<file path="src/hw/bbd_pkg.sv">
// package: register map, field positions and constants of the backup domain control
// Function
// - select clear gives 1Hz, set gives 1.024kHz
// - select writes ignored while oscillator enabled
// - oscillator enable is set-only until domain reset
// - failure flagged after 64 missed swings
// - failure detect enable is set-only
// - backup registers gated by access enable
// - access enable cleared only by device reset
// - domain reset pulse lasts one cycle
// - oscillator or failure detect enable bit written one blocks domain reset
// - domain reset clears drive, select, oscillator and failure detect enables, ready
// - domain reset needs protection unlock first
// - missing battery flag caught at reset, W1C
// - ready flag set when stable, domain reset clears
// - failure flag W1C or domain reset clears
// - brown-out flag set on battery, W1C
// - power-on flag latched only at startup
// - two 8-bit scratch registers kept on battery
// - high drive bit raises crystal drive
// - register inputs ignored while main power lost
package bbd_pkg;
	// register byte addresses (index times four)
	localparam logic [3:0] BBD_CTRL_IDX = 4'h0;
	localparam logic [3:0] BBD_STATUS_IDX = 4'h1;
	localparam logic [3:0] BBD_SCR_LO_IDX = 4'h2;
	localparam logic [3:0] BBD_SCR_HI_IDX = 4'h3;
	localparam logic [5:0] BBD_CTRL_ADDR = 6'h00;
	localparam logic [5:0] BBD_STATUS_ADDR = 6'h04;
	localparam logic [5:0] BBD_SCR_LO_ADDR = 6'h08;
	localparam logic [5:0] BBD_SCR_HI_ADDR = 6'h0C;
	// control field positions
	localparam int BBD_C_RESET = 0;
	localparam int BBD_C_DOMAIN_ACCESS_ENABLE = 1;
	localparam int BBD_C_FDEN = 2;
	localparam int BBD_C_OSCEN = 3;
	localparam int BBD_C_SEL = 4;
	localparam int BBD_C_HDRV = 5;
	// status field positions
	localparam int BBD_S_PODF = 0;
	localparam int BBD_S_BODF = 1;
	localparam int BBD_S_FAIL = 2;
	localparam int BBD_S_RDY = 3;
	localparam int BBD_S_PWR = 7;
	// reset values
	localparam logic [7:0] BBD_CTRL_RST = 8'h00;
	localparam logic [7:0] BBD_SCR_RST = 8'h00;
	// failure monitor threshold in missed swings
	localparam int BBD_FAIL_SWINGS = 64;
	// crystal swing period 30518 ns at 32.768kHz, timeout in core cycles
	localparam int BBD_CLK_NS = 100;
	localparam int BBD_SWING_NS = 30518;
	localparam int BBD_FAIL_CYCLES = (BBD_FAIL_SWINGS * BBD_SWING_NS + BBD_CLK_NS - 1) / BBD_CLK_NS;
	// axi responses
	localparam logic [1:0] BBD_RESP_OKAY = 2'b00;
	localparam logic [1:0] BBD_RESP_SLVERR = 2'b10;
endpackage

</file>
<file path="src/hw/bbd_osc_monitor.sv">
// file: crystal failure monitor counting missed swings
`timescale 1ns/10ps
module bbd_osc_monitor
	import bbd_pkg::*;
#(
	parameter int TIMEOUT = BBD_FAIL_CYCLES
) (
	input wire logic core_clk,
	input wire logic rst_n,
	input wire logic dom_rst,
	input wire logic enable,
	input wire logic swing,
	output logic fail_pulse
);
	logic [31:0] cnt; // cycles since last swing
	logic tripped; // one pulse per stall

	// count idle cycles, fire once at threshold
	always_ff @(posedge core_clk or negedge rst_n) begin
		if (!rst_n) begin
			cnt <= 32'h0000_0000;
			tripped <= 1'b0;
			fail_pulse <= 1'b0;
		end else if (dom_rst || !enable || swing) begin
			cnt <= 32'h0000_0000;
			tripped <= 1'b0;
			fail_pulse <= 1'b0;
		end else begin
			fail_pulse <= 1'b0;
			if (cnt >= 32'(TIMEOUT) && !tripped) begin
				fail_pulse <= 1'b1;
				tripped <= 1'b1;
			end else if (!tripped) begin
				cnt <= cnt + 32'h0000_0001;
			end
		end
	end
endmodule // bbd_osc_monitor

</file>
<file path="src/hw/bbd_ctrl.sv">
// file: battery backup domain control with axi4-lite register slave
//
// Decided for this implementation: the AXI4-Lite slave port.
`timescale 1ns/10ps
module bbd_ctrl
	import bbd_pkg::*;
#(
	parameter int FAIL_TIMEOUT = BBD_FAIL_CYCLES
) (
	input wire logic core_clk,
	input wire logic rst_n,
	// axi4-lite slave
	input wire logic [5:0] s_axi_awaddr,
	input wire logic s_axi_awvalid,
	output logic s_axi_awready,
	input wire logic [31:0] s_axi_wdata,
	input wire logic [3:0] s_axi_wstrb,
	input wire logic s_axi_wvalid,
	output logic s_axi_wready,
	output logic [1:0] s_axi_bresp,
	output logic s_axi_bvalid,
	input wire logic s_axi_bready,
	input wire logic [5:0] s_axi_araddr,
	input wire logic s_axi_arvalid,
	output logic s_axi_arready,
	output logic [31:0] s_axi_rdata,
	output logic [1:0] s_axi_rresp,
	output logic s_axi_rvalid,
	input wire logic s_axi_rready,
	// protection unlock from the configuration change protection logic
	input wire logic ccp_unlocked,
	// power and oscillator status
	input wire logic main_power_lost,
	input wire logic battery_supply_present,
	input wire logic backup_brownout_detector,
	input wire logic backup_poweron_detect,
	input wire logic crystal_stable,
	input wire logic crystal_swing,
	input wire logic presc_1hz,
	input wire logic presc_1khz,
	// outputs toward the oscillator and counter
	output logic crystal_osc_enable,
	output logic crystal_high_drive,
	output logic counter_clock_select,
	output logic counter_clock,
	output logic domain_reset
);
	// control state
	logic domain_access_enable; // gate for backup registers
	logic osc_failure_detect_enable; // monitor enable
	logic crystal_osc_ready; // ready flag
	logic crystal_failure_flag; // failure flag
	logic backup_power_missing; // no battery at reset
	logic backup_brownout_flag; // battery brown-out
	logic backup_poweron_flag; // battery power-on
	logic [7:0] scratch_store_low; // scratch 0
	logic [7:0] scratch_store_high; // scratch 1
	logic start_seen; // startup capture done
	logic fail_pulse; // from monitor

	// write channel state
	logic aw_held;
	logic w_held;
	logic [5:0] aw_addr;
	logic [31:0] w_data;
	logic [3:0] w_strb;
	logic wr_go;
	logic [7:0] wb;

	// accept address and data in either order, one write in flight
	assign s_axi_awready = !aw_held && !s_axi_bvalid;
	assign s_axi_wready = !w_held && !s_axi_bvalid;
	assign wr_go = aw_held && w_held && !s_axi_bvalid;
	assign wb = w_data[7:0];

	// hold address
	always_ff @(posedge core_clk or negedge rst_n) begin
		if (!rst_n) begin
			aw_held <= 1'b0;
			aw_addr <= 6'h00;
		end else if (s_axi_awvalid && s_axi_awready) begin
			aw_held <= 1'b1;
			aw_addr <= s_axi_awaddr;
		end else if (wr_go) begin
			aw_held <= 1'b0;
		end
	end

	// hold data
	always_ff @(posedge core_clk or negedge rst_n) begin
		if (!rst_n) begin
			w_held <= 1'b0;
			w_data <= 32'h0000_0000;
			w_strb <= 4'h0;
		end else if (s_axi_wvalid && s_axi_wready) begin
			w_held <= 1'b1;
			w_data <= s_axi_wdata;
			w_strb <= s_axi_wstrb;
		end else if (wr_go) begin
			w_held <= 1'b0;
		end
	end

	// decode of a write: low byte lane only, ignored while main power lost
	logic wr_ok; // byte lane present and power good
	logic wr_ctrl;
	logic wr_stat;
	logic wr_lo;
	logic wr_hi;
	logic addr_hit_w;
	assign wr_ok = wr_go && w_strb[0] && !main_power_lost;
	assign addr_hit_w = (aw_addr[1:0] == 2'b00) && (aw_addr[5:4] == 2'b00);
	assign wr_ctrl = wr_ok && addr_hit_w && aw_addr[3:2] == BBD_CTRL_IDX[1:0] && domain_access_enable;
	assign wr_stat = wr_ok && addr_hit_w && aw_addr[3:2] == BBD_STATUS_IDX[1:0];
	assign wr_lo = wr_ok && addr_hit_w && aw_addr[3:2] == BBD_SCR_LO_IDX[1:0] && domain_access_enable;
	assign wr_hi = wr_ok && addr_hit_w && aw_addr[3:2] == BBD_SCR_HI_IDX[1:0] && domain_access_enable;

	// write response, slverr on unmapped or blocked access
	always_ff @(posedge core_clk or negedge rst_n) begin
		if (!rst_n) begin
			s_axi_bvalid <= 1'b0;
			s_axi_bresp <= BBD_RESP_OKAY;
		end else if (wr_go) begin
			s_axi_bvalid <= 1'b1;
			if (!addr_hit_w || main_power_lost) begin
				s_axi_bresp <= BBD_RESP_SLVERR;
			end else if (aw_addr[3:2] != BBD_STATUS_IDX[1:0] && !domain_access_enable) begin
				s_axi_bresp <= BBD_RESP_SLVERR;
			end else begin
				s_axi_bresp <= BBD_RESP_OKAY;
			end
		end else if (s_axi_bready) begin
			s_axi_bvalid <= 1'b0;
		end
	end

	// domain reset: one-cycle pulse, protected, blocked by oscillator or failure detect enable writes
	always_ff @(posedge core_clk or negedge rst_n) begin
		if (!rst_n) begin
			domain_reset <= 1'b0;
		end else begin
			domain_reset <= wr_ctrl && wb[BBD_C_RESET] && ccp_unlocked
				&& !wb[BBD_C_OSCEN] && !wb[BBD_C_FDEN];
		end
	end

	// access enable: set-only, cleared by device reset
	always_ff @(posedge core_clk or negedge rst_n) begin
		if (!rst_n) begin
			domain_access_enable <= 1'b0;
		end else if (wr_ok && addr_hit_w && aw_addr[3:2] == BBD_CTRL_IDX[1:0] && wb[BBD_C_DOMAIN_ACCESS_ENABLE]) begin
			domain_access_enable <= 1'b1;
		end
	end

	// oscillator enable, set-only until domain reset
	always_ff @(posedge core_clk or negedge rst_n) begin
		if (!rst_n) begin
			crystal_osc_enable <= 1'b0;
		end else if (domain_reset) begin
			crystal_osc_enable <= 1'b0;
		end else if (wr_ctrl && wb[BBD_C_OSCEN]) begin
			crystal_osc_enable <= 1'b1;
		end
	end

	// failure detect enable, set-only until domain reset
	always_ff @(posedge core_clk or negedge rst_n) begin
		if (!rst_n) begin
			osc_failure_detect_enable <= 1'b0;
		end else if (domain_reset) begin
			osc_failure_detect_enable <= 1'b0;
		end else if (wr_ctrl && wb[BBD_C_FDEN]) begin
			osc_failure_detect_enable <= 1'b1;
		end
	end

	// clock select, frozen while the oscillator runs
	always_ff @(posedge core_clk or negedge rst_n) begin
		if (!rst_n) begin
			counter_clock_select <= 1'b0;
		end else if (domain_reset) begin
			counter_clock_select <= 1'b0;
		end else if (wr_ctrl && !crystal_osc_enable) begin
			counter_clock_select <= wb[BBD_C_SEL];
		end
	end

	// high drive bit
	always_ff @(posedge core_clk or negedge rst_n) begin
		if (!rst_n) begin
			crystal_high_drive <= 1'b0;
		end else if (domain_reset) begin
			crystal_high_drive <= 1'b0;
		end else if (wr_ctrl) begin
			crystal_high_drive <= wb[BBD_C_HDRV];
		end
	end

	// counter clock source mux
	always_ff @(posedge core_clk or negedge rst_n) begin
		if (!rst_n) begin
			counter_clock <= 1'b0;
		end else begin
			counter_clock <= counter_clock_select ? presc_1khz : presc_1hz;
		end
	end

	// ready flag: set once stable, cleared only by domain reset
	always_ff @(posedge core_clk or negedge rst_n) begin
		if (!rst_n) begin
			crystal_osc_ready <= 1'b0;
		end else if (domain_reset) begin
			crystal_osc_ready <= 1'b0;
		end else if (crystal_osc_enable && crystal_stable) begin
			crystal_osc_ready <= 1'b1;
		end
	end

	// failure monitor
	bbd_osc_monitor #(
		.TIMEOUT(FAIL_TIMEOUT)
	) u_mon (
		.core_clk(core_clk),
		.rst_n(rst_n),
		.dom_rst(domain_reset),
		.enable(osc_failure_detect_enable),
		.swing(crystal_swing),
		.fail_pulse(fail_pulse)
	);

	// failure flag: set wins, W1C, domain reset clears
	always_ff @(posedge core_clk or negedge rst_n) begin
		if (!rst_n) begin
			crystal_failure_flag <= 1'b0;
		end else if (fail_pulse) begin
			crystal_failure_flag <= 1'b1;
		end else if (domain_reset) begin
			crystal_failure_flag <= 1'b0;
		end else if (wr_stat && domain_access_enable && wb[BBD_S_FAIL]) begin
			crystal_failure_flag <= 1'b0;
		end
	end

	// startup capture of supervision levels, one cycle after reset release
	always_ff @(posedge core_clk or negedge rst_n) begin
		if (!rst_n) begin
			start_seen <= 1'b0;
		end else begin
			start_seen <= 1'b1;
		end
	end

	// missing-power flag
	always_ff @(posedge core_clk or negedge rst_n) begin
		if (!rst_n) begin
			backup_power_missing <= 1'b0;
		end else if (!start_seen) begin
			backup_power_missing <= !battery_supply_present;
		end else if (wr_stat && wb[BBD_S_PWR]) begin
			backup_power_missing <= 1'b0;
		end
	end

	// power-on flag, latched at startup only
	always_ff @(posedge core_clk or negedge rst_n) begin
		if (!rst_n) begin
			backup_poweron_flag <= 1'b0;
		end else if (!start_seen) begin
			backup_poweron_flag <= backup_poweron_detect;
		end else if (wr_stat && wb[BBD_S_PODF]) begin
			backup_poweron_flag <= 1'b0;
		end
	end

	// brown-out flag: only while on battery, set wins over clear
	always_ff @(posedge core_clk or negedge rst_n) begin
		if (!rst_n) begin
			backup_brownout_flag <= 1'b0;
		end else if (main_power_lost && backup_brownout_detector) begin
			backup_brownout_flag <= 1'b1;
		end else if (wr_stat && wb[BBD_S_BODF]) begin
			backup_brownout_flag <= 1'b0;
		end
	end

	// scratch registers
	always_ff @(posedge core_clk or negedge rst_n) begin
		if (!rst_n) begin
			scratch_store_low <= BBD_SCR_RST;
			scratch_store_high <= BBD_SCR_RST;
		end else begin
			if (wr_lo) begin
				scratch_store_low <= wb;
			end
			if (wr_hi) begin
				scratch_store_high <= wb;
			end
		end
	end

	// read channel
	logic [7:0] rd_byte;
	logic rd_err;
	logic addr_hit_r;
	assign s_axi_arready = !s_axi_rvalid;
	assign addr_hit_r = (s_axi_araddr[1:0] == 2'b00) && (s_axi_araddr[5:4] == 2'b00);

	// read mux with access gate, supervision flags visible without access enable while main power is present
	always_comb begin
		rd_byte = 8'h00;
		rd_err = !addr_hit_r || main_power_lost;
		if (addr_hit_r && !main_power_lost) begin
			case (s_axi_araddr[3:2])
				BBD_CTRL_IDX[1:0]: begin
					rd_err = !domain_access_enable;
					if (domain_access_enable) begin
						rd_byte = {2'b00, crystal_high_drive, counter_clock_select, crystal_osc_enable,
							osc_failure_detect_enable, domain_access_enable, 1'b0};
					end
				end
				BBD_STATUS_IDX[1:0]: begin
					rd_byte[BBD_S_PWR] = backup_power_missing;
					rd_byte[BBD_S_BODF] = backup_brownout_flag;
					rd_byte[BBD_S_PODF] = backup_poweron_flag;
					if (domain_access_enable) begin
						rd_byte[BBD_S_RDY] = crystal_osc_ready;
						rd_byte[BBD_S_FAIL] = crystal_failure_flag;
					end
				end
				BBD_SCR_LO_IDX[1:0]: begin
					rd_err = !domain_access_enable;
					rd_byte = domain_access_enable ? scratch_store_low : 8'h00;
				end
				default: begin
					rd_err = !domain_access_enable;
					rd_byte = domain_access_enable ? scratch_store_high : 8'h00;
				end
			endcase
		end
	end

	// read data register
	always_ff @(posedge core_clk or negedge rst_n) begin
		if (!rst_n) begin
			s_axi_rvalid <= 1'b0;
			s_axi_rdata <= 32'h0000_0000;
			s_axi_rresp <= BBD_RESP_OKAY;
		end else if (s_axi_arvalid && s_axi_arready) begin
			s_axi_rvalid <= 1'b1;
			s_axi_rdata <= {24'h00_0000, rd_byte};
			s_axi_rresp <= rd_err ? BBD_RESP_SLVERR : BBD_RESP_OKAY;
		end else if (s_axi_rready) begin
			s_axi_rvalid <= 1'b0;
		end
	end
endmodule // bbd_ctrl

</file>
<file path="config.mk">
export PLATFORM = sky130hd
export DESIGN_NAME = bbd_ctrl
export DESIGN_NICKNAME = d
export VERILOG_FILES = /design/src/hw/bbd_pkg.sv /design/src/hw/bbd_osc_monitor.sv /design/src/hw/bbd_ctrl.sv
export SDC_FILE = /design/constraint.sdc
export NUM_CORES = 1
export LEC_CHECK = 0
export BUFFER_PORTS_ARGS = -buffer_cell sky130_fd_sc_hd__buf_2
export CORE_MARGIN = 1.5
export CORE_UTILIZATION = 48
export CTS_CLUSTER_DIAMETER = 40
export CTS_CLUSTER_SIZE = 30
export DETAILED_ROUTE_END_ITERATION = 7
export PLACE_DENSITY = 0.79
export SYNTH_ARGS = -nofsm -noshare
export SYNTH_HDL_FRONTEND = slang
export SYNTH_SLANG_ARGS = --single-unit
</file>
<file path="constraint.sdc">
create_clock -name core_clk -period 2.05 [get_ports core_clk]
set_input_delay 0.1025 -clock core_clk [delete_from_list [all_inputs] [get_ports core_clk]]
set_output_delay 0.1025 -clock core_clk [all_outputs]
set_load 0.02 [all_outputs]
</file>
==> flow_summary_export.csv <==
group,metric,value,unit
outcome,outcome,"completed",
pwr,p_sw,1.395,mW
drt,drt-total-wl,9.113,mm
yosys,netlist_area,0.004447,mm2
pwr,p_leak,2.481,nW
clock_network,clockRootBuffer,"clkbuf_8",
floorplanning,start_util,50.25,%
pwr,switching_share,30.58,%
yosys,synth_top_area_share,51.77,%
layout,syn2layout_area_growth,19.27,%
drt,drc,0,
critical_path,reg2reg_depth,5,
global_route,grt_pass1_vias,3161,
critical_path,r2r_end,"scratch_store_low[1]",
critical_path,crit_buf_inv,1,
yosys,synth-warning-count,0,
critical_path,crit_required,2.29,ns
pwr,power.internal,3.168,mW
floorplanning,dieArea,0.009851,mm2
global_route,grtUsageTotal,19.91,%
critical_path,r2r_slack,0.05,ns
pwr,p_clk_share,26.9,%
drt,dr.pass1.iters,4,
global_route,overflow,0,
critical_path,cp_slowest_stage_delay,0.58,ns
pwr,power_frac_seq,52.0,%
yosys,synth-seq-cells,92,
layout,drive_gt1_share,30.21,%
clock_network,cts_buffer_depth,2,
min_path,min_to,"backup_power_missing",
yosys,synth_top_family_by_area,"simple AND/OR/NAND/NOR gates",
sta,tightest_slew,0.5304,ns
clock_network,cts_buffers,9,
clock_network,htreeDepth,3,
floorplanning,die_h,99.25,um
yosys,synth_xor_area_share,0,%
sta,drv_slew,0,
placed_design,gp_congestion,0.7998,
min_path,min_path_cells,3,
layout,final_util,59.94,%
yosys,synth_cell_types,49,
floorplanning,die_x,99.25,um
drt,vias,3189,
floorplanning,rows,34,
sta,post-route-min-period,1.999,ns
drt,avgViaCountPerCell,5.423,
sta,setup_viol,0,
layout,multiInputGateArea,0.002003,mm2
clock_network,cts_tree,"built",
drt,drtAntennaViolNets,0,
critical_path,crit_chain,"or4_4, nor3_4, and4b_1, buf_6, mux2_4",
yosys,yosys.area_share.simple,16.46,%
critical_path,crit_family,"simple AND/OR/NAND/NOR gates",
min_path,hold_path.class,"in2reg",
pwr,comb_power_share,21.0,%
yosys,synthFlopType,"dfrtp_1",
critical_path,worstPathArrival,2.24,ns
clock_network,clk_pin_slew,0.09,ns
sta,skew,0.008586,ns
yosys,ys_seq_area_share,51.77,%
sta,slew_headroom,64.57,%
critical_path,crit_path_max_fanout,8,
clock_network,clock_latency,0.35,ns
yosys,postSynthAreaPerCell,11.40,um2
layout,regArea,0.002302,mm2
critical_path,start_kind,"flip-flop",
floorplanning,core-area,0.008848,mm2
sta,hold_slack,0.06576,ns
clock_network,numClockSinks,92,
drt,drtIter0Drc,215,
layout,design_area,0.005304,mm2
sta,max_freq,500.2,MHz
sta,rsz0062_at_grt,"true",
yosys,synthCells,390,
critical_path,end_kind,"flip-flop",
pwr,ir_drop,0.0007883,V
job,cap_viol_max_count,0,
placed_design,place_area,0.004781,mm2
sta,min_period_over_period,97.53,%
placed_design,dp.final_hpwl,6.060,mm
global_route,antenna_found_initial,0,
critical_path,cp_slowest_cell,"or4_4",
global_route,grt_pass1_wl,15.32,mm
drt,wl_per_cell,15.50,um
yosys,synth_mux_area_share,12.94,%
critical_path,rr_startpoint,"aw_addr[0]",
min_path,hp-start,"battery_supply_present",
floorplanning,io_pins,110,
yosys,synth_edf_count,0,
critical_path,critPathKind,"reg2reg",
sta,finalHoldViolations,0,
yosys,ys_async_sr_fraction,100.0,%
global_route,grt_max_degree,50,
yosys,synth_fa_ha_area_share,0.5627,%
layout,nNetsFinal,542,
yosys,synth_compound_area_share,11.20,%
yosys,yosysTopAreaCell,"dfrtp_1",
layout,antenna_cells,0,
yosys,yosys-top-cells-area,"dfrtp_1 (52%), mux2_2 (9.1%), buf_4 (4.6%)",
layout,fillers,692,
pwr,powerDensity,860.3,mW/mm2
placed_design,port-buffer-count,56,
[worst register-to-register path, stage by stage (launching register included)]
cell and delay, ns:
dfrtp_1 0.38, or4_4 0.58, nor3_4 0.17, and4b_1 0.25
buf_6 0.18, mux2_4 0.32
[flip-flops by register name, indices dropped and copies added, names as in the netlist, 6 cells and up]
name,flops
w_data,8
u_mon.cnt,32
aw_addr,6
scratch_store_high,8
scratch_store_low,8
s_axi_rdata,8
[through the flow]
stage / power [mW] / worst slack (ns) / TNS [ns] / cells
floorplan: 3.001 / 0.1337 / 0 / 415
global placement: 3.217 / 0.05966 / 0 / 547
detailed placement: 3.277 / -0.01206 / -0.03799 / 547
CTS: 4.532 / 0.004838 / 0 / 586
global route: 4.789 / -0.02814 / -0.07438 / 588
finish: 4.563 / 0.05066 / 0 / 588
[area by class of cell]
type / instances / area share [%]
clock buffers: 10 / 2.595
clock inverters: 5 / 1.132
inverters: 7 / 0.4954
flip-flops and latches: 92 / 43.41
multi-input cells: 271 / 37.77
well taps: 108 / 2.548
repair buffers: 95 / 12.05
[routing by layer]
layer,routed length [um],part of all wire (%),GRT usage (%),up-vias
met4,200,2.2,7.584,0
met3,511,5.6,3.795,18
met2,4455,49,32.88,114
met5,0,0,0,-
met1,3945,43,26.25,1559
li1,-,-,-,1498
[power by group through the flow]
| stage | clock [mW] | combinational (mW) | sequential (mW) |
|---|---|---|---|
| after CTS | 1.25 | 0.928 | 2.36 |
| after floorplan | 0 | 0.645 | 2.36 |
| final | 1.23 | 0.960 | 2.37 |
| after global routing | 1.33 | 1.05 | 2.41 |
| after detailed placement | 0 | 0.885 | 2.39 |
| after global placement | 0 | 0.848 | 2.37 |
[cells in the final DEF (no fill, tap or decap), drive strengths merged, types with 2 or more instances in the layout]
cell type / instances
a21oi: 5
and2: 20
mux2: 36
nor2b: 5
o31ai: 6
clkbuf: 10
nor4: 4
and3: 2
nor3b: 2
nand4: 8
nand2: 39
nand4b: 2
a31oi: 3
and4: 2
nor4b: 2
nor2: 16
conb: 27
a22oi: 4
dlygate4sd3: 24
a2111oi: 13
nand3: 9
mux2i: 17
buf: 71
nand2b: 12
a31o: 2
o41ai: 2
a22o: 5
ha: 2
inv: 9
o21ai: 8
a21o: 4
nor3: 4
dfrtp: 92
[repair_timing]
item	4_1_cts	5_1_grt
setup buffers	0	2
endpoints found under the hold margin	59	0
pin swaps	0	3
endpoints found under the setup margin	8	30
hold buffers	24	0
gates resized for setup	2	14
[cells in the mapped netlist (3+ instances only)]
| cell | count |
|---|---|
| nor2b_1 | 5 |
| mux2i_1 | 17 |
| dfrtp_1 | 92 |
| nor4_1 | 4 |
| a21oi_1 | 5 |
| a21o_1 | 4 |
| nand2b_1 | 12 |
| clkbuf_1 | 12 |
| a31oi_1 | 3 |
| buf_1 | 3 |
| inv_1 | 7 |
| nand3_1 | 9 |
| nand2_1 | 39 |
| a22o_1 | 5 |
| a2111oi_2 | 10 |
| nor3_1 | 3 |
| nand4_1 | 7 |
| o21ai_0 | 8 |
| a22oi_1 | 4 |
| and2_1 | 20 |
| a2111oi_0 | 3 |
| buf_4 | 27 |
| o31ai_1 | 4 |
| nor2_1 | 16 |
| mux2_2 | 36 |
[cell families (layout without fill, tap and decap cells)]
| kind of cell | count (synthesis) | after routing |
|---|---|---|
| and+or+nand+nor | 132 | 132 |
| other | 2 | 27 |
| buffers and inverters | 52 | 117 |
| AOI/OAI and AO/OA | 57 | 57 |
| DFF | 92 | 92 |
| muxes | 53 | 53 |
| adders and majority gates | 2 | 2 |
[how the worst max path moves through the flow]
| stage | cells after the start | from | end | slack (ns) |
|---|---|---|---|---|
| after floorplan | 5 | aw_addr[1] | scratch_store_low[0] | 0.13 |
| after global placement | 5 | aw_addr[1] | scratch_store_low[2] | 0.06 |
| after detailed placement | 5 | aw_addr[1] | scratch_store_low[1] | -0.01 |
| after CTS | 5 | aw_addr[1] | scratch_store_low[1] | 0.005 |
| after global routing | 4 | u_mon.cnt[10] | u_mon.cnt[0] | -0.03 |
| final | 5 | aw_addr[0] | scratch_store_low[1] | 0.05 |
Note: power is estimated with default switching activity, not from simulation.
